--- src/uep_defines.svh ---
// register offsets, field positions, reset values and limits of the endpoint
// assumes inclusion by bare name from the endpoint and host design files
`ifndef UEP_DEFINES_SVH
`define UEP_DEFINES_SVH

`define UEP_EP4_CSR_OFS 8'h30
`define UEP_EP4_CSR_RST 32'h0000_2001

`define UEP_BIT_IN_TOG_CLR 30
`define UEP_BIT_IN_STALL_SENT 29
`define UEP_BIT_IN_STALL_REQ 28
`define UEP_BIT_IN_FLUSH 27
`define UEP_BIT_IN_UNDERRUN 26
`define UEP_BIT_IN_OCC_HI 25
`define UEP_BIT_IN_READY 24
`define UEP_BIT_OUT_TOG_CLR 23
`define UEP_BIT_OUT_STALL_SENT 22
`define UEP_BIT_ISO 14
`define UEP_BIT_MODE 13
`define UEP_CODE_MSB 3

`define UEP_MODE_RST 1'b1
`define UEP_CODE_RST 4'h1
`define UEP_PACKET_SIZE_CODE_UNIT 8'h08
`define UEP_PACKET_SIZE_CODE_LIMIT 8'h10
`define UEP_FIFO_BYTES 8'h20

`define UEP_OCC_EMPTY 2'h0
`define UEP_OCC_ONE 2'h2
`define UEP_OCC_FULL 2'h3

`endif

--- src/uep_pkg.sv ---
// types shared by both ends of the endpoint link
// assumes the defines header is on the include path
package uep_pkg;
    typedef enum logic [2:0] {
        UEP_HS_NAK,
        UEP_HS_ACK,
        UEP_HS_STALL,
        UEP_HS_DATA,
        UEP_HS_ZLP
    } uep_hs_t;
endpackage : uep_pkg

--- src/uep_link_if.sv ---
// token and handshake link between the host end and the endpoint end
// assumes both ends run on the same clock
`timescale 1ns/10ps
`default_nettype none
interface uep_link_if;
    import uep_pkg::*;
    logic token_valid;
    logic token_in;
    logic [7:0] out_len;
    logic out_pid;
    logic done_valid;
    logic done_ok;
    logic hs_valid;
    uep_hs_t hs_code;
    logic [7:0] hs_len;
    logic hs_pid;

    modport dev (
        input token_valid,
        input token_in,
        input out_len,
        input out_pid,
        input done_valid,
        input done_ok,
        output hs_valid,
        output hs_code,
        output hs_len,
        output hs_pid
    );

    modport host (
        output token_valid,
        output token_in,
        output out_len,
        output out_pid,
        output done_valid,
        output done_ok,
        input hs_valid,
        input hs_code,
        input hs_len,
        input hs_pid
    );
endinterface : uep_link_if
`default_nettype wire

--- src/uep_endpoint.sv ---
// endpoint control/status register and in/out token answering logic
// assumes a host end on the same clock and a cpu on the plain register port
// Operation
// - csr at 0x30, resets to 0x2001
// - writing one clears in data toggle
// - in stall-sent flag set, cleared by read
// - sending in stall clears packet ready
// - stall request makes in tokens stall
// - flush drops one packet, self-clears, interrupts cpu
// - flush waits for running transaction
// - flush removes only oldest of two packets
// - iso in token unready sets underrun
// - underrun sends empty packet, drops next load
// - occupancy reports 00, 10 or 11
// - ready cleared on host success of the last queued packet, interrupt raised
// - ready blocks cpu fifo writes
// - stall request blocks setting ready
// - writing one resets out toggle to data0
// - out stall-sent flag set, cleared by read
// - in and out controls act per direction
// - direction bit: 0 out, 1 in, resets in
// - oversize out data answered with stall
// - packet size at most 16 bytes
`include "uep_defines.svh"
`timescale 1ns/10ps
`default_nettype none
module uep_endpoint
    import uep_pkg::*;
#(
    parameter int ADDR_W = 8,
    parameter logic [7:0] FIFO_BYTES = `UEP_FIFO_BYTES
)
(
    input wire logic clk_in,
    input wire logic reset_in,
    uep_link_if.dev link,
    input wire logic [ADDR_W-1:0] reg_addr_in,
    input wire logic [31:0] reg_wdata_in,
    input wire logic reg_wr_in,
    input wire logic reg_rd_in,
    output logic [31:0] reg_rdata_out,
    input wire logic fifo_wr_in,
    output logic fifo_wr_block_out,
    output logic in_packet_ready_out,
    output logic cpu_irq_out
);

    function automatic logic [7:0] packet_size_code_bytes(input logic [3:0] code);
        logic [7:0] size;
        size = {1'b0, code, 3'b000};
        if (size < `UEP_PACKET_SIZE_CODE_UNIT)
        begin
            size = `UEP_PACKET_SIZE_CODE_UNIT;
        end
        if (size > `UEP_PACKET_SIZE_CODE_LIMIT)
        begin
            size = `UEP_PACKET_SIZE_CODE_LIMIT;
        end
        return size;
    endfunction : packet_size_code_bytes

    function automatic logic [1:0] occ_code(input logic [1:0] cnt, input logic [7:0] len);
        logic [1:0] occ;
        occ = `UEP_OCC_FULL;
        if (cnt == 2'd0)
        begin
            occ = `UEP_OCC_EMPTY;
        end
        else if (cnt == 2'd1 && len <= (FIFO_BYTES >> 1))
        begin
            occ = `UEP_OCC_ONE;
        end
        return occ;
    endfunction : occ_code

    logic mode;
    logic iso;
    logic [3:0] code;
    logic stall_req;
    logic flush_req;
    logic in_stall_sent;
    logic underrun;
    logic out_stall_sent;
    logic in_toggle;
    logic out_toggle;
    logic busy;
    logic discard_next;
    logic [1:0] pkt_cnt;
    logic [7:0] pkt_len [0:1];
    logic [7:0] load_len;
    logic [1:0] next_cnt;

    logic wr_hit;
    logic rd_hit;
    logic in_tok;
    logic out_tok;
    logic stall_in;
    logic data_in;
    logic zlp_in;
    logic out_big;
    logic out_ok;
    logic done_ok_ev;
    logic flush_go;
    logic commit;
    logic push;
    logic pop;
    logic push_idx;

    assign wr_hit = reg_wr_in && reg_addr_in == ADDR_W'(`UEP_EP4_CSR_OFS);
    assign rd_hit = reg_rd_in && reg_addr_in == ADDR_W'(`UEP_EP4_CSR_OFS);
    // tokens for the other direction are simply refused
    assign in_tok = link.token_valid && link.token_in && mode;
    assign out_tok = link.token_valid && !link.token_in && !mode;
    assign stall_in = in_tok && stall_req;
    assign data_in = in_tok && !stall_req && in_packet_ready_out;
    assign zlp_in = in_tok && !stall_req && !in_packet_ready_out && iso;
    assign out_big = out_tok && link.out_len > packet_size_code_bytes(code);
    assign out_ok = out_tok && !out_big;
    assign done_ok_ev = link.done_valid && link.done_ok && busy;
    // a flush never cuts into a packet the host is still taking
    assign flush_go = flush_req && mode && !busy && !link.token_valid;
    assign commit = wr_hit && reg_wdata_in[`UEP_BIT_IN_READY] && mode && !stall_req
        && pkt_cnt != 2'd2;
    assign push = commit && !discard_next;
    assign pop = done_ok_ev || (flush_go && pkt_cnt != 2'd0);
    assign push_idx = (pkt_cnt == 2'd2 || (pkt_cnt == 2'd1 && !pop));
    assign next_cnt = stall_in ? 2'd0 : 2'(pkt_cnt + {1'b0, push} - {1'b0, pop});

    always_ff @(posedge clk_in)
    begin
        if (reset_in)
        begin
            mode <= `UEP_MODE_RST;
            iso <= 1'b0;
            code <= `UEP_CODE_RST;
        end
        else if (wr_hit)
        begin
            mode <= reg_wdata_in[`UEP_BIT_MODE];
            iso <= reg_wdata_in[`UEP_BIT_ISO];
            code <= reg_wdata_in[`UEP_CODE_MSB:0];
        end
    end

    always_ff @(posedge clk_in)
    begin
        if (reset_in)
        begin
            stall_req <= 1'b0;
        end
        else if (wr_hit && mode)
        begin
            stall_req <= reg_wdata_in[`UEP_BIT_IN_STALL_REQ];
        end
    end

    // zero writes leave a pending flush alone
    always_ff @(posedge clk_in)
    begin
        if (reset_in)
        begin
            flush_req <= 1'b0;
        end
        else if (wr_hit && mode && reg_wdata_in[`UEP_BIT_IN_FLUSH])
        begin
            flush_req <= 1'b1;
        end
        else if (flush_go)
        begin
            flush_req <= 1'b0;
        end
    end

    // hardware set wins over the clearing read
    always_ff @(posedge clk_in)
    begin
        if (reset_in)
        begin
            in_stall_sent <= 1'b0;
            underrun <= 1'b0;
            out_stall_sent <= 1'b0;
        end
        else
        begin
            in_stall_sent <= stall_in || (in_stall_sent && !rd_hit);
            underrun <= zlp_in || (underrun && !rd_hit);
            out_stall_sent <= out_big || (out_stall_sent && !rd_hit);
        end
    end

    always_ff @(posedge clk_in)
    begin
        if (reset_in)
        begin
            in_toggle <= 1'b0;
        end
        else if (wr_hit && mode && reg_wdata_in[`UEP_BIT_IN_TOG_CLR])
        begin
            in_toggle <= 1'b0;
        end
        else if (done_ok_ev)
        begin
            in_toggle <= !in_toggle;
        end
    end

    // a repeated data pid is acked but not counted, so retries stay in step
    always_ff @(posedge clk_in)
    begin
        if (reset_in)
        begin
            out_toggle <= 1'b0;
        end
        else if (wr_hit && !mode && reg_wdata_in[`UEP_BIT_OUT_TOG_CLR])
        begin
            out_toggle <= 1'b0;
        end
        else if (out_ok && link.out_pid == out_toggle)
        begin
            out_toggle <= !out_toggle;
        end
    end

    always_ff @(posedge clk_in)
    begin
        if (reset_in)
        begin
            busy <= 1'b0;
        end
        else if (data_in)
        begin
            busy <= 1'b1;
        end
        else if (link.done_valid)
        begin
            busy <= 1'b0;
        end
    end

    always_ff @(posedge clk_in)
    begin
        if (reset_in)
        begin
            discard_next <= 1'b0;
        end
        else if (zlp_in)
        begin
            discard_next <= 1'b1;
        end
        else if (commit)
        begin
            discard_next <= 1'b0;
        end
    end

    always_ff @(posedge clk_in)
    begin
        if (reset_in)
        begin
            pkt_cnt <= 2'd0;
            pkt_len[0] <= 8'h00;
            pkt_len[1] <= 8'h00;
        end
        else
        begin
            pkt_cnt <= next_cnt;
            if (pop)
            begin
                pkt_len[0] <= pkt_len[1];
            end
            if (push)
            begin
                pkt_len[push_idx] <= load_len;
            end
        end
    end

    always_ff @(posedge clk_in)
    begin
        if (reset_in)
        begin
            load_len <= 8'h00;
        end
        else if (commit || (flush_go && pkt_cnt == 2'd0))
        begin
            load_len <= 8'h00;
        end
        else if (fifo_wr_in && mode && !in_packet_ready_out && load_len < FIFO_BYTES)
        begin
            load_len <= 8'(load_len + 8'h01);
        end
    end

    always_ff @(posedge clk_in)
    begin
        if (reset_in)
        begin
            in_packet_ready_out <= 1'b0;
            fifo_wr_block_out <= 1'b0;
            cpu_irq_out <= 1'b0;
        end
        else
        begin
            in_packet_ready_out <= next_cnt != 2'd0;
            fifo_wr_block_out <= next_cnt != 2'd0;
            cpu_irq_out <= done_ok_ev || flush_go;
        end
    end

    always_ff @(posedge clk_in)
    begin
        if (reset_in)
        begin
            link.hs_valid <= 1'b0;
            link.hs_code <= UEP_HS_NAK;
            link.hs_len <= 8'h00;
            link.hs_pid <= 1'b0;
        end
        else
        begin
            link.hs_valid <= link.token_valid;
            link.hs_len <= data_in ? pkt_len[0] : 8'h00;
            link.hs_pid <= link.token_in ? in_toggle : out_toggle;
            if (stall_in || out_big)
            begin
                link.hs_code <= UEP_HS_STALL;
            end
            else if (data_in)
            begin
                link.hs_code <= UEP_HS_DATA;
            end
            else if (zlp_in)
            begin
                link.hs_code <= UEP_HS_ZLP;
            end
            else if (out_ok)
            begin
                link.hs_code <= UEP_HS_ACK;
            end
            else
            begin
                link.hs_code <= UEP_HS_NAK;
            end
        end
    end

    // write-only and reserved bits read as zero
    always_ff @(posedge clk_in)
    begin
        if (reset_in)
        begin
            reg_rdata_out <= 32'h0000_0000;
        end
        else if (rd_hit)
        begin
            reg_rdata_out <= {2'b00, in_stall_sent, stall_req, flush_req, underrun,
                occ_code(pkt_cnt, pkt_len[0]), 1'b0, out_stall_sent, 7'h00, iso, mode,
                9'h000, code};
        end
        else
        begin
            reg_rdata_out <= 32'h0000_0000;
        end
    end

endmodule : uep_endpoint
`default_nettype wire

--- src/flat_wrapper.sv ---
// flat-port wrapper written by rule: the top's interface ports become plain ports
module uep_endpoint_flat import uep_pkg::*;
#(
    parameter int ADDR_W = 8,
    parameter logic [7:0] FIFO_BYTES = `UEP_FIFO_BYTES
)
  (clk_in, reset_in, reg_addr_in, reg_wdata_in, reg_wr_in, reg_rd_in, reg_rdata_out, fifo_wr_in, fifo_wr_block_out, in_packet_ready_out, cpu_irq_out, link_token_valid, link_token_in, link_out_len, link_out_pid, link_done_valid, link_done_ok, link_hs_valid, link_hs_code, link_hs_len, link_hs_pid);
  uep_link_if link_i ();
  input wire logic clk_in;
  input wire logic reset_in;
  input wire logic [ADDR_W-1:0] reg_addr_in;
  input wire logic [31:0] reg_wdata_in;
  input wire logic reg_wr_in;
  input wire logic reg_rd_in;
  output logic [31:0] reg_rdata_out;
  input wire logic fifo_wr_in;
  output logic fifo_wr_block_out;
  output logic in_packet_ready_out;
  output logic cpu_irq_out;
  input wire logic [$bits(link_i.token_valid)-1:0] link_token_valid;
  input wire logic [$bits(link_i.token_in)-1:0] link_token_in;
  input wire logic [$bits(link_i.out_len)-1:0] link_out_len;
  input wire logic [$bits(link_i.out_pid)-1:0] link_out_pid;
  input wire logic [$bits(link_i.done_valid)-1:0] link_done_valid;
  input wire logic [$bits(link_i.done_ok)-1:0] link_done_ok;
  output wire logic [$bits(link_i.hs_valid)-1:0] link_hs_valid;
  output wire logic [$bits(link_i.hs_code)-1:0] link_hs_code;
  output wire logic [$bits(link_i.hs_len)-1:0] link_hs_len;
  output wire logic [$bits(link_i.hs_pid)-1:0] link_hs_pid;
  assign link_i.token_valid = link_token_valid;
  assign link_i.token_in = link_token_in;
  assign link_i.out_len = link_out_len;
  assign link_i.out_pid = link_out_pid;
  assign link_i.done_valid = link_done_valid;
  assign link_i.done_ok = link_done_ok;
  assign link_hs_valid = link_i.hs_valid;
  assign link_hs_code = link_i.hs_code;
  assign link_hs_len = link_i.hs_len;
  assign link_hs_pid = link_i.hs_pid;
  uep_endpoint #(.ADDR_W(ADDR_W), .FIFO_BYTES(FIFO_BYTES)) u_core (.clk_in(clk_in), .reset_in(reset_in), .link(link_i), .reg_addr_in(reg_addr_in), .reg_wdata_in(reg_wdata_in), .reg_wr_in(reg_wr_in), .reg_rd_in(reg_rd_in), .reg_rdata_out(reg_rdata_out), .fifo_wr_in(fifo_wr_in), .fifo_wr_block_out(fifo_wr_block_out), .in_packet_ready_out(in_packet_ready_out), .cpu_irq_out(cpu_irq_out));
endmodule
--- config.mk ---
export PLATFORM = sky130hd
export DESIGN_NAME = uep_endpoint_flat
export DESIGN_NICKNAME = d
export VERILOG_FILES = /design/src/uep_pkg.sv /design/src/uep_link_if.sv /design/src/uep_endpoint.sv /design/src/flat_wrapper.sv
export VERILOG_INCLUDE_DIRS = /design/src /design/src/src
export SDC_FILE = /design/constraint.sdc
export NUM_CORES = 1
export LEC_CHECK = 0
export BUFFER_PORTS_ARGS = -buffer_cell sky130_fd_sc_hd__buf_4
export CAP_MARGIN = 10
export CORE_ASPECT_RATIO = 0.9
export CORE_MARGIN = 2
export CORE_UTILIZATION = 50
export CTS_BUF_LIST = sky130_fd_sc_hd__clkbuf_4 sky130_fd_sc_hd__clkbuf_8 sky130_fd_sc_hd__clkbuf_16
export DETAILED_ROUTE_END_ITERATION = 6
export PLACE_DENSITY_LB_ADDON = 0.05
export SLEW_MARGIN = 0
export SYNTH_ARGS = -nofsm -noshare
export SYNTH_HDL_FRONTEND = slang
export SYNTH_SLANG_ARGS = --single-unit
--- constraint.sdc ---
create_clock -name clk_in -period 2.7 [get_ports clk_in]
set_clock_uncertainty 0.1 [all_clocks]
set_input_delay 0.27 -clock clk_in [delete_from_list [all_inputs] [get_ports clk_in]]
set_output_delay 0.27 -clock clk_in [all_outputs]
set_load 0.01 [all_outputs]
# Word-level counts from Yosys, hierarchy flattened
# Memory sizes are Yosys's and may differ from the RTL's.
# Index checks and enable logic that the tools add are counted.
dict set report op_classes {
  n_bitwise 3
  n_eq_ne 5
  n_addsub 3
  muxes 27
  magnitude_cmp 5
  reduce_logical 74
}
# operator n
set ops {}
lappend ops {{$logic_and A1 B1 Y1} 39}
lappend ops {{$mux W1} 19}
lappend ops {{$mux W8} 2}
lappend ops {{$mux W7} 2}
lappend ops {{$logic_not A1 Y1} 12}
lappend ops {{$reduce_or A2 Y1} 6}
lappend ops {{$reduce_bool A2 Y1} 5}
lappend ops {{$add A8 B1 Y8 const B} 1}
lappend ops {{$eq A8 B6 Y1 const B} 1}
lappend ops {{$gt A8 B7 Y1} 1}
lappend ops {{$le A8 B5 Y1 const B} 1}
lappend ops {{$logic_or A1 B1 Y1} 8}
lappend ops {{$lt A8 B6 Y1 const B} 1}
lappend ops {{$reduce_or A8 Y1} 1}
lappend ops {{$gt A7 B5 Y1 const B} 1}
lappend ops {{$lt A7 B4 Y1 const B} 1}
lappend ops {{$mux W2} 3}
lappend ops {{$reduce_or A3 Y1} 2}
lappend ops {{$mux W3} 1}
lappend ops {{$add A2 B1 Y2} 1}
lappend ops {{$eq A2 B1 Y1 const B} 1}
lappend ops {{$eq A2 B2 Y1 const B} 1}
lappend ops {{$logic_not A2 Y1} 1}
lappend ops {{$ne A2 B2 Y1 const B} 1}
lappend ops {{4 further kinds} 5}
dict set report word_totals {
  memories 1
  ram_bits 16
  regBits 72
  out_inout_bits 48
}
# memory depth width rd rd_clocked_by_memory_dff wr line_no
set mem_list {}
lappend mem_list {u_core.pkt_len 2 8 2 0 2 uep_endpoint.sv:89} ;# logic [7:0] pkt_len [0:1];

# Longest topological paths before layout
# Gate-level depths: netlist of the first run.
dict set report depth {
  depth_word 12
  ltp_mapped 9
}

# Worst setup path before layout of the first run
# OpenSTA, ideal clock, no wires.
dict set report synth_path {
  path_kind {input-to-reg}
  from {in reg_addr_in[1]}
  to {mem u_core.pkt_len[1][0], enable pin}
  stages 4
  t_required_ns 2.213
  path_slack_ns 0.533
  arrival_time_ns 1.681
  path_cell_list {nor4_4 -> nand3_2 -> buf_2 -> o31ai_1}
}
# element line_no
set synth_lines {}
lappend synth_lines {{start, declared} flat_wrapper.sv:11} ;# input wire logic [ADDR_W-1:0] reg_addr_in;
lappend synth_lines {{end, declared} uep_endpoint.sv:89}

# Worst setup path after layout of the first run
dict set report layout_path {
  from {reg u_core.mode}
  to {reg u_core.pkt_cnt[1]}
}
dict set report layout_between {
  elab_chain_cells 7
}
# element line_no
set layout_rtl {}
lappend layout_rtl {{start, declared} uep_endpoint.sv:76} ;# logic mode;
lappend layout_rtl {{start signal, assigned} uep_endpoint.sv:133} ;# mode <= `UEP_MODE_RST;
lappend layout_rtl {{start signal, assigned} uep_endpoint.sv:139} ;# mode <= reg_wdata_in[`UEP_BIT_MODE];
lappend layout_rtl {{$logic_and A1 B1 Y1 (on tied branches) (3 in series)} {uep_endpoint.sv:122, uep_endpoint.sv:121}}
lappend layout_rtl {{$logic_and A1 B1 Y1 (on tied branches)} {uep_endpoint.sv:124, uep_endpoint.sv:125}}
lappend layout_rtl {{$add A2 B1 Y2 or $logic_or A1 B1 Y1 (tied branches)} {uep_endpoint.sv:127, uep_endpoint.sv:125}}
lappend layout_rtl {{$sub A2 B1 Y2} uep_endpoint.sv:127} ;# assign next_cnt = stall_in ? 2'd0 : 2'(pkt_cnt + {1'b0, push} - {1'b0, pop});
lappend layout_rtl {{$mux W2 (*)} uep_endpoint.sv:127}
lappend layout_rtl {{end signal, assigned} uep_endpoint.sv:266} ;# pkt_cnt <= next_cnt;
lappend layout_rtl {{end, declared} uep_endpoint.sv:88} ;# logic [1:0] pkt_cnt;
# Mark *: on every way between the ends. The rest lies on a longest branch, timed or not.
# A chain may end at the register's enable or synchronous reset.

==> results.sh, run 1 <==
export IMPL_outcome="finished clean"
export IMPL_nets=428
export IMPL_grt_pass1_wl_mm=9.618
export IMPL_detail_route_drc_violations=0
export IMPL_numClockSinks=69
export IMPL_place_congestion=0.8266
export IMPL_postLayoutCellArea_sq_mm=0.003697
export IMPL_wire_per_inst_microns=13.35
export IMPL_number_of_flops_mapped_to_enable_cells_by_yosys=16
export IMPL_ys_seq_area_share_pct=50.97
export IMPL_multi_input_comb_area_sq_mm=0.001309
export IMPL_grt_antenna_before_repair=0
export IMPL_design_core_area_sq_mm=0.005758
export IMPL_startpoint_type="register"
export IMPL_cts_htree_levels=3
export IMPL_timing_setup_critical_path_class="reg2reg"
export IMPL_grt_setup_unrepaired="no"
export IMPL_globalRouteTotalUtil_pct=19.30
export IMPL_arrival_worst_endpoint_ps=2310
export IMPL_total_leakage_power_uw=0.001595
export IMPL_via_count=2167
export IMPL_netlist_cell_type_count=53
export IMPL_hp_class="in2reg"
export IMPL_critical_path_peak_fanout=11
export IMPL_finalWorstPathRequiredPeriod_ps=2132
export IMPL_detail_route_wirelength_mm=5.848
export IMPL_clkLatencyLatePin_ps=340
export IMPL_fin_util_pct=64.21
export IMPL_timing_hold_violations_final=0
export IMPL_post_cts_buffers=0
export IMPL_cts_buffers=9
export IMPL_row_count=26
export IMPL_globalRouteOverflowTotal=0
export IMPL_detail_route_vias_per_cell=4.947
export IMPL_drive_above_1_share_pct=26.90
export IMPL_count_of_cells_resized_by_post_cts_repair=0
export IMPL_die_x_microns=85.98
export IMPL_flow_area_growth_from_synthesis_pct=22.26
export IMPL_postSynth_topFlopCell="sky130_fd_sc_hd__dfxtp_1"
export IMPL_max_cap_viol_count=0
export IMPL_regArea_sq_mm=0.001541
export IMPL_place_port_buffers=65
export IMPL_async_flop_share_pct=0
export IMPL_max_vdd_ir_drop_mv=0.3088
export IMPL_cts_hold_buffers_added=0
export IMPL_die_area_sq_mm=0.006687
export IMPL_nFillCells=491
export IMPL_worst_setup_hold_path_clk_slew_ps=70
export IMPL_post_detailed_route_count_of_antenna_violating_nets=0
export IMPL_max_clock_path_buffers=2
export IMPL_ys_ff_latch=69
export IMPL_chipHeight_microns=77.78
export IMPL_cts_tree="done"
export IMPL_achievable_frequency_mhz=469.1
export IMPL_final_max_slew_violation_count=0
export IMPL_pin_count_of_the_biggest_net_entering_global_routing=27
export IMPL_pre_cts_ws_ps=621.9
export IMPL_floorplan_initialDensity_pct=52.52
export IMPL_total_negative_setup_slack_ps=0
export IMPL_post_synth_instance_area_sq_mm=0.003024
export IMPL_dp_hpwl_mm=4.442
export IMPL_synth_warning_count=0
export IMPL_ios=106
export IMPL_worst_endpoint_required_ps=2880
export IMPL_insertedDiodeCount=0
export IMPL_drtPass1Iterations=4
export IMPL_total_placed_instance_area_sq_mm=0.003512
export IMPL_ctsRootBufferMaster="sky130_fd_sc_hd__clkbuf_8"
export IMPL_setup_worst_path_end_class="register"
export IMPL_finalSetupViolations=0
export IMPL_cellPowerDensity_mw_per_mm2=527.4
export IMPL_grt_pass1_vias=2037
export IMPL_syn_mean_instance_area_sq_um=10.36
export IMPL_setup_ws_ps=568.1
export IMPL_final_period_utilization_pct=78.96
export IMPL_number_of_drc_markers_after_the_initial_detailed_route_iteration=104
export IMPL_syn_inst=292
where the power goes:
group	switching (uW)	internal, uW
clock network	372	383
registers	6.99	1070
logic	65.2	56.1
total	444	1510
critical path, stage by stage, from the launching register on:
cell	delay, ps
sky130_fd_sc_hd__dfxtp_1	620
sky130_fd_sc_hd__nand4bb_4	220
sky130_fd_sc_hd__o21ai_2	220
sky130_fd_sc_hd__ha_1	250
sky130_fd_sc_hd__inv_1	50
sky130_fd_sc_hd__ha_1	150
sky130_fd_sc_hd__xnor2_1	140
sky130_fd_sc_hd__xnor2_1	160
sky130_fd_sc_hd__nor2b_1	150
metrics by stage:
stage          power [uW]  hold slack, ps  std cells
2_1_floorplan        1177           287.0        311
3_3_place_gp         1215           341.9        422
3_5_place_dp         1218           345.1        422
4_1_cts              1967           15.90        438
5_1_grt              2027           20.10        438
6_report             1950           27.98        438
cell usage after synthesis (5+ instances only):
| cell type | number | area [sq um] |
|---|---|---|
| sky130_fd_sc_hd__nand3_1 | 19 | 95.09 |
| sky130_fd_sc_hd__buf_4 | 20 | 150.1 |
| sky130_fd_sc_hd__dfxtp_1 | 53 | 1061 |
| sky130_fd_sc_hd__nor2b_1 | 5 | 31.28 |
| sky130_fd_sc_hd__nor2_1 | 17 | 63.81 |
| sky130_fd_sc_hd__mux2i_1 | 9 | 90.09 |
| sky130_fd_sc_hd__edfxtp_1 | 16 | 480.5 |
| sky130_fd_sc_hd__inv_1 | 13 | 48.80 |
| sky130_fd_sc_hd__xnor2_1 | 6 | 52.55 |
| sky130_fd_sc_hd__nor3_1 | 5 | 25.02 |
| sky130_fd_sc_hd__and2_1 | 28 | 175.2 |
| sky130_fd_sc_hd__nand2_1 | 17 | 63.81 |
| sky130_fd_sc_hd__a21oi_1 | 15 | 75.07 |
| sky130_fd_sc_hd__ha_1 | 7 | 87.58 |
| sky130_fd_sc_hd__nand4_1 | 5 | 31.28 |
layout make-up:
cell class	count	area share (%)
clock inverter	6	0.9814
tap	70	2.369
multi-input combinational	200	35.40
sequential	69	41.69
clock buffer	10	4.027
timing repair buffer	70	14.21
inverter	13	1.320
cells by family after synthesis:
group / count (synthesis) / synth area share, %
other: 2 / 0.2483
multiplexers: 9 / 2.979
adder cells (fa/ha/maj): 7 / 2.896
flip-flops: 69 / 50.97
AO/OA/AOI/OAI: 35 / 7.944
XOR/XNOR: 7 / 2.027
AND/OR/NAND/NOR: 121 / 24.82
buffers and inverters: 42 / 8.109
cells in the final DEF (no fill, tap or decap), types with 6 or more instances in the layout:
master	synthesis	routed
sky130_fd_sc_hd__mux2i_1	9	9
sky130_fd_sc_hd__conb_1	2	21
sky130_fd_sc_hd__xnor2_1	6	6
sky130_fd_sc_hd__a21oi_1	15	15
sky130_fd_sc_hd__clkbuf_8	0	9
sky130_fd_sc_hd__edfxtp_1	16	16
sky130_fd_sc_hd__and2_1	28	28
sky130_fd_sc_hd__nand2_1	17	17
sky130_fd_sc_hd__nand3_1	19	19
sky130_fd_sc_hd__buf_4	20	70
sky130_fd_sc_hd__ha_1	7	7
sky130_fd_sc_hd__inv_1	13	13
sky130_fd_sc_hd__nor2_1	17	17
sky130_fd_sc_hd__dfxtp_1	53	53
routing by layer:
metal  wire length [microns]  global-route usage [%]  vias to the layer above
met5                       0                       0                        -
met4                      91                   7.937                        0
met3                     380                   6.064                        7
met2                    2569                   28.91                       73
met1                    2806                   25.76                      968
li1                        -                       -                     1119
final timing paths:
| kind | startpoint | endpoint | slack, ps | depth (start not counted) |
|---|---|---|---|---|
| worst max-delay path | u_core.mode | u_core.pkt_cnt[1] | 570 | 8 |
| worst min register to register | u_core.in_stall_sent | u_core.reg_rdata_out[29] | 360 | 1 |
| worst max register to register | u_core.mode | u_core.pkt_cnt[1] | 570 | 8 |
| worst min-delay path | reg_wdata_in[30] | u_core.in_toggle | 30 | 2 |
flip-flops by register name, summed over array words and instances (netlist names):
signal	flops
u_core.load_len	8
u_core.busy	1
u_core.in_toggle	1
u_core.in_stall_sent	1
u_core.link.hs_valid	1
u_core.pkt_len	16
u_core.mode	1
u_core.underrun	1
u_core.discard_next	1
u_core.code	4
u_core.link.hs_code	3
u_core.reg_rdata_out	13
u_core.pkt_cnt	2
u_core.out_stall_sent	1
u_core.cpu_irq_out	1
u_core.link.hs_pid	1
u_core.flush_req	1
u_core.link.hs_len	8
u_core.iso	1
u_core.stall_req	1
u_core.out_toggle	1
u_core.fifo_wr_block_out	1
Power figures use the tool's default switching activity.
==> run 2: changes to the inputs <==
--- a/config.mk
+++ b/config.mk
@@ -6,11 +6,12 @@
 export SDC_FILE = /design/constraint.sdc
 export NUM_CORES = 1
 export LEC_CHECK = 0
+export ABC_AREA = 1
 export BUFFER_PORTS_ARGS = -buffer_cell sky130_fd_sc_hd__buf_4
 export CAP_MARGIN = 10
 export CORE_ASPECT_RATIO = 0.9
 export CORE_MARGIN = 2
-export CORE_UTILIZATION = 50
+export CORE_UTILIZATION = 49
 export CTS_BUF_LIST = sky130_fd_sc_hd__clkbuf_4 sky130_fd_sc_hd__clkbuf_8 sky130_fd_sc_hd__clkbuf_16
 export DETAILED_ROUTE_END_ITERATION = 6
 export PLACE_DENSITY_LB_ADDON = 0.05
==> constraint.sdc (replaced) <==
create_clock -name clk_in -period 2.05 [get_ports clk_in]
set_clock_uncertainty 0.1 [all_clocks]
set_input_delay 0.205 -clock clk_in [delete_from_list [all_inputs] [get_ports clk_in]]
set_output_delay 0.205 -clock clk_in [all_outputs]
set_load 0.01 [all_outputs]
==> results.sh, run 2 <==
export IMPL_die_x_microns=86.18
export IMPL_detail_route_drc_violations=0
export IMPL_setup_ws_ps=111.8
export IMPL_largestRegisters="u_core.pkt_len x16, u_core.reg_rdata_out x13"
export IMPL_synth_top_cells_by_area="sky130_fd_sc_hd__dfxtp_1 36%, sky130_fd_sc_hd__edfxtp_1 16%, sky130_fd_sc_hd__nor2_1 9.5%"
export IMPL_grt_pass1_wl_mm=9.563
export IMPL_die_area_sq_mm=0.006718
export IMPL_cts_htree_levels=3
export IMPL_cts_tree="done"
export IMPL_total_leakage_power_uw=0.001755
export IMPL_nets=506
export IMPL_cp_buffers_inverters=2
export IMPL_worst_setup_hold_path_clk_slew_ps=70
export IMPL_ios=106
export IMPL_grt_antenna_before_repair=0
export IMPL_design_core_area_sq_mm=0.005758
export IMPL_crit_path_max_incr_delay_ps=410
export IMPL_total_negative_setup_slack_ps=0
export IMPL_nFillCells=498
export IMPL_startpoint_type="register"
export IMPL_chipHeight_microns=77.96
export IMPL_pre_cts_ws_ps=81.13
export IMPL_row_count=26
export IMPL_cellPowerDensity_mw_per_mm2=764.5
export IMPL_postSynth_topFlopCell="sky130_fd_sc_hd__dfxtp_1"
export IMPL_final_period_utilization_pct=94.54
export IMPL_yosys_top_cells_count="75 x sky130_fd_sc_hd__nor2_1, 63 x sky130_fd_sc_hd__inv_1, 53 x sky130_fd_sc_hd__dfxtp_1, 43 x sky130_fd_sc_hd__nand2_1, 20 x sky130_fd_sc_hd__buf_4"
export IMPL_detail_route_wirelength_mm=5.833
export IMPL_globalRouteTotalUtil_pct=18.68
export IMPL_wire_per_inst_microns=11.30
export IMPL_path_delay_family="flip-flops"
export IMPL_clkLatencyLatePin_ps=350
export IMPL_finalSetupViolations=0
export IMPL_finalWorstPathRequiredPeriod_ps=1938
export IMPL_achievable_frequency_mhz=516.0
export IMPL_synth_top_cell_by_area="sky130_fd_sc_hd__dfxtp_1"
export IMPL_crit_path_top_delay_cell="sky130_fd_sc_hd__dfxtp_1"
export IMPL_grt_pass1_vias=2170
export IMPL_cts_buffers=9
export IMPL_yosysMostFrequentCell="sky130_fd_sc_hd__nor2_1"
export IMPL_max_cap_viol_count=0
export IMPL_numClockSinks=69
export IMPL_arrival_worst_endpoint_ps=2110
export IMPL_syn_inst=356
export IMPL_drive_above_1_share_pct=23.77
export IMPL_number_of_drc_markers_after_the_initial_detailed_route_iteration=112
export IMPL_critical_path_peak_fanout=5
export IMPL_setup_worst_path_end_class="register"
export IMPL_via_count=2416
export IMPL_worst_endpoint_required_ps=2220
export IMPL_timing_setup_critical_path_class="reg2reg"
export IMPL_synth_warning_count=0
export IMPL_drtPass1Iterations=4
export IMPL_max_clock_path_buffers=2
export IMPL_p_total_uw=2935
export IMPL_async_flop_share_pct=0
export IMPL_ctsRootBufferMaster="sky130_fd_sc_hd__clkbuf_8"
export IMPL_insertedDiodeCount=0
export IMPL_timing_hold_violations_final=0
export IMPL_dp_hpwl_mm=4.398
export IMPL_layout_cells_most_common_list="77 x sky130_fd_sc_hd__buf_4, 74 x sky130_fd_sc_hd__nor2_1, 63 x sky130_fd_sc_hd__inv_1"
export IMPL_flow_area_growth_from_synthesis_pct=28.95
export IMPL_post_synth_instance_area_sq_mm=0.002978
export IMPL_post_detailed_route_count_of_antenna_violating_nets=0
export IMPL_ys_seq_area_share_pct=51.76
export IMPL_outcome="finished clean"
export IMPL_netlist_cell_type_count=32
export IMPL_largest_register_ffs=16
export IMPL_number_of_flops_mapped_to_enable_cells_by_yosys=16
export IMPL_floorplan_initialDensity_pct=51.72
export IMPL_largest_register="u_core.pkt_len"
export IMPL_timing_critical_path_cells="nand4_4 -> o21ai_2 -> ha_1 -> inv_1 -> ha_1 -> xnor2_1 -> xor2_1 -> inv_1 -> a21oi_1"
export IMPL_synth_top_cell_area_share_pct=35.63
export IMPL_layout_commonest_cell="sky130_fd_sc_hd__buf_4"
export IMPL_syn_mean_instance_area_sq_um=8.365
export IMPL_ys_ff_latch=69
export IMPL_hp_class="in2reg"
export IMPL_place_port_buffers=65
export IMPL_globalRouteOverflowTotal=0
export IMPL_max_vdd_ir_drop_mv=0.4438
export IMPL_place_congestion=0.8755
export IMPL_final_max_slew_violation_count=0
export IMPL_detail_route_vias_per_cell=4.682
export IMPL_pin_count_of_the_biggest_net_entering_global_routing=17
==> run 2: cell count changes in the layout (fill, tap and decap cells not counted), moves of 9 or more <==
cell                      change
sky130_fd_sc_hd__and2_1      -28
sky130_fd_sc_hd__mux2i_1      -9
sky130_fd_sc_hd__inv_1       +50
sky130_fd_sc_hd__nand2_1     +25
sky130_fd_sc_hd__nor2_1      +57
==> run 2: logic make-up after synthesis <==
| logic type | synth area share, % |
|---|---|
| other cells | 0.2522 |
| simple gates | 22.65 |
| flops | 51.76 |
| fa+ha+maj | 2.941 |
| xor+xnor | 2.059 |
| compound gates | 6.177 |
| buf+inv | 14.16 |
==> run 2: final timing paths <==
check / cells past startpoint / slack [ps] / endpoint / from
setup reg to reg: 9 / 110 / u_core.fifo_wr_block_out / u_core.mode
setup / recovery: 9 / 110 / u_core.fifo_wr_block_out / u_core.mode
hold / removal: 4 / 20 / u_core.in_toggle / reg_wdata_in[30]
hold reg to reg: 2 / 330 / u_core.reg_rdata_out[22] / u_core.out_stall_sent
==> run 2: what timing repair did <==
item / in CTS / in global routing
hold buffers: 4 / 0
setup endpoints to repair: 0 / 4
hold endpoints to repair: 4 / 0
setup buffers: 0 / 1
resized for setup: 0 / 4
==> run 2: power breakdown <==
group | internal [uW] | leakage (uW) | switching (uW)
Combinational | 80.0 | 0.00104 | 87.9
Sequential | 1410 | 0.000593 | 10.1
Clock | 838 | 0.000119 | 514
==> run 2: cell type report <==
type / count / area [sq um] / share of cell area (%)
Clock buffer: 10 / 137.6 / 3.584
Sequential cell: 69 / 1541 / 40.14
Inverter: 64 / 240.2 / 6.256
Timing Repair Buffer: 81 / 618.1 / 16.10
Tap cell: 70 / 87.58 / 2.281
Multi-Input combinational cell: 216 / 1105 / 28.77
Clock inverter: 6 / 110.1 / 2.867
==> run 2: worst min-delay path, cell delays in order <==
cell and delay [ps]:
sky130_fd_sc_hd__buf_4 80, sky130_fd_sc_hd__nand2_1 50, sky130_fd_sc_hd__nand3_1 60, sky130_fd_sc_hd__inv_1 40
==> run 2: routing by layer <==
metal	vias up	global-route usage, %	wire length [microns]
met5	-	0	0
li1	1249	-	-
met1	1064	23.75	2737
met2	92	28.91	2520
met3	11	5.319	439
met4	0	9.531	135
==> run 2: through the flow <==
step,instances,instance area [sq um],utilization [%],hold WS (ps)
3_5_place_dp,495,3526,61.23,312.3
4_1_cts,515,3814,66.23,16.63
2_1_floorplan,375,3049,-,198.8
5_1_grt,516,3840,66.69,32.09
3_3_place_gp,495,3526,61.23,305.8
6_report,516,3840,66.69,19.16
==> run 3: changes to the inputs <==
--- a/config.mk
+++ b/config.mk
@@ -9,7 +9,6 @@
 export ABC_AREA = 1
 export BUFFER_PORTS_ARGS = -buffer_cell sky130_fd_sc_hd__buf_4
 export CAP_MARGIN = 10
-export CORE_ASPECT_RATIO = 0.9
 export CORE_MARGIN = 2
 export CORE_UTILIZATION = 49
 export CTS_BUF_LIST = sky130_fd_sc_hd__clkbuf_4 sky130_fd_sc_hd__clkbuf_8 sky130_fd_sc_hd__clkbuf_16
==> results.sh, run 3 (synthesis results as in run 2) <==
export IMPL_outcome="finished clean"
export IMPL_whs_ps=19.11
export IMPL_whs_path_depth=4
export IMPL_detail_route_wirelength_mm=5.713
export IMPL_detail_route_drc_violations=0
export IMPL_largest_register_ffs=16
export IMPL_max_vdd_ir_drop_mv=0.4463
export IMPL_worst_r2r_endpoint="u_core.fifo_wr_block_out"
export IMPL_via_count=2324
export IMPL_route_met3_wl_microns=307
export IMPL_arrival_worst_endpoint_ps=2120
export IMPL_startpoint_type="input pin"
export IMPL_cts_buffers=9
export IMPL_die_area_sq_mm=0.006717
export IMPL_grt_pass1_vias=2104
export IMPL_wire_per_inst_microns=11.03
export IMPL_postLayoutCellArea_sq_mm=0.003792
export IMPL_hp_class="in2reg"
export IMPL_hold_path_end="u_core.in_toggle"
export IMPL_ios=106
export IMPL_grt_antenna_before_repair=0
export IMPL_largestRegisters="u_core.pkt_len x16, u_core.reg_rdata_out x13"
export IMPL_layout_cells_most_common_list="75 x sky130_fd_sc_hd__buf_4, 74 x sky130_fd_sc_hd__nor2_1, 63 x sky130_fd_sc_hd__inv_1"
export IMPL_cellPowerDensity_mw_per_mm2=691.3
export IMPL_worst_endpoint_required_ps=2230
export IMPL_final_period_utilization_pct=94.68
export IMPL_total_negative_setup_slack_ps=0
export IMPL_rrSetupSlack_ps=120
export IMPL_timing_setup_critical_path_class="in2reg"
export IMPL_top_layer_used="met4"
export IMPL_r2r_cells=9
export IMPL_final_max_slew_violation_count=0
export IMPL_total_placed_instance_area_sq_mm=0.003517
export IMPL_finalWorstPathRequiredPeriod_ps=1941
export IMPL_worst_setup_hold_path_clk_slew_ps=60
export IMPL_p_total_uw=2622
export IMPL_place_congestion=0.8289
export IMPL_setup_worst_path_end_class="register"
export IMPL_globalRouteTotalUtil_pct=18.68
export IMPL_clkLatencyLatePin_ps=340
export IMPL_post_detailed_route_count_of_antenna_violating_nets=0
export IMPL_die_x_microns=81.96
export IMPL_setup_ws_ps=109.1
export IMPL_grt_pass1_wl_mm=9.370
export IMPL_design_core_area_sq_mm=0.005886
export IMPL_pin_count_of_the_biggest_net_entering_global_routing=17
export IMPL_wl_met2_mm=2.663
export IMPL_worst_pin_slew_ps=534.5
export IMPL_drtPass1Iterations=4
export IMPL_max_cap_viol_count=0
export IMPL_chipHeight_microns=81.96
export IMPL_flow_area_growth_from_synthesis_pct=27.35
export IMPL_cts_tree="done"
export IMPL_timing_hold_violations_final=0
export IMPL_dp_hpwl_mm=4.240
export IMPL_wl_met1_mm=2.640
export IMPL_largest_register="u_core.pkt_len"
export IMPL_numClockSinks=69
export IMPL_number_of_drc_markers_after_the_initial_detailed_route_iteration=100
export IMPL_row_count=28
export IMPL_finalSetupViolations=0
export IMPL_total_leakage_power_uw=0.001723
export IMPL_pre_cts_ws_ps=30.29
export IMPL_drive_above_1_share_pct=23.70
export IMPL_nets=504
export IMPL_detail_route_vias_per_cell=4.486
export IMPL_achievable_frequency_mhz=515.2
export IMPL_ctsRootBufferMaster="sky130_fd_sc_hd__clkbuf_8"
export IMPL_critical_path_peak_fanout=4
export IMPL_place_port_buffers=65
export IMPL_globalRouteOverflowTotal=0
export IMPL_worst_r2r_startpoint="u_core.mode"
export IMPL_cts_htree_levels=3
export IMPL_hold_path_startpoint="reg_wdata_in[30]"
export IMPL_layout_commonest_cell="sky130_fd_sc_hd__buf_4"
export IMPL_maxSlewHeadroom_pct=64.33
export IMPL_max_clock_path_buffers=2
export IMPL_floorplan_initialDensity_pct=50.60
export IMPL_insertedDiodeCount=0
-- run 3: worst max path at each step --
stage | start | to | slack, ps
after floorplan | u_core.mode | u_core.fifo_wr_block_out | 260
after global placement | u_core.mode | u_core.fifo_wr_block_out | 90
after detailed placement | u_core.mode | u_core.fifo_wr_block_out | 30
after CTS | u_core.mode | u_core.fifo_wr_block_out | 20
after global routing | u_core.busy | u_core.fifo_wr_block_out | -1
final | link_done_valid | u_core.fifo_wr_block_out | 110
-- run 3: per-layer routing --
layer,up-vias,global-route usage [%]
met5,-,0
met4,0,9.000
met3,10,4.176
met2,66,29.35
met1,1010,24.34
li1,1238,-
-- run 3: worst max-delay path: stages --
cell	delay (ps)
sky130_fd_sc_hd__dlygate4sd3_1	540
sky130_fd_sc_hd__buf_4	150
sky130_fd_sc_hd__nand3_4	100
sky130_fd_sc_hd__o21ai_2	80
sky130_fd_sc_hd__ha_1	280
sky130_fd_sc_hd__inv_1	40
sky130_fd_sc_hd__ha_1	220
sky130_fd_sc_hd__xnor2_2	150
sky130_fd_sc_hd__xor2_1	150
sky130_fd_sc_hd__inv_1	90
sky130_fd_sc_hd__a21oi_2	110
-- run 3: area by class of cell --
type	count	area [sq um]
fillers	515	2093
flip-flops and latches	69	1543
multi-input cells	216	1129
repair buffers	79	603.1
inverters	64	240.2
clock buffers	12	146.4
well taps	75	93.84
clock inverters	3	37.54
-- run 3: power by group --
part           leakage [uW]  internal [uW]  switching [uW]
registers          0.000592           1410            9.88
logic               0.00104           77.8            87.5
clock network     0.0000958            588             452
-- run 3: what timing repair did --
action	4_1_cts	5_1_grt
setup endpoints to repair	0	10
endpoints found under the hold margin	4	0
resized for setup	0	9
hold buffers	4	0
setup buffers	0	1
-- run 3: stage by stage --
stage	util, %	std cells
CTS	63.56	517
global placement	59.76	498
floorplan	-	375
detailed placement	59.76	498
global route	64.43	518
finish	64.43	518
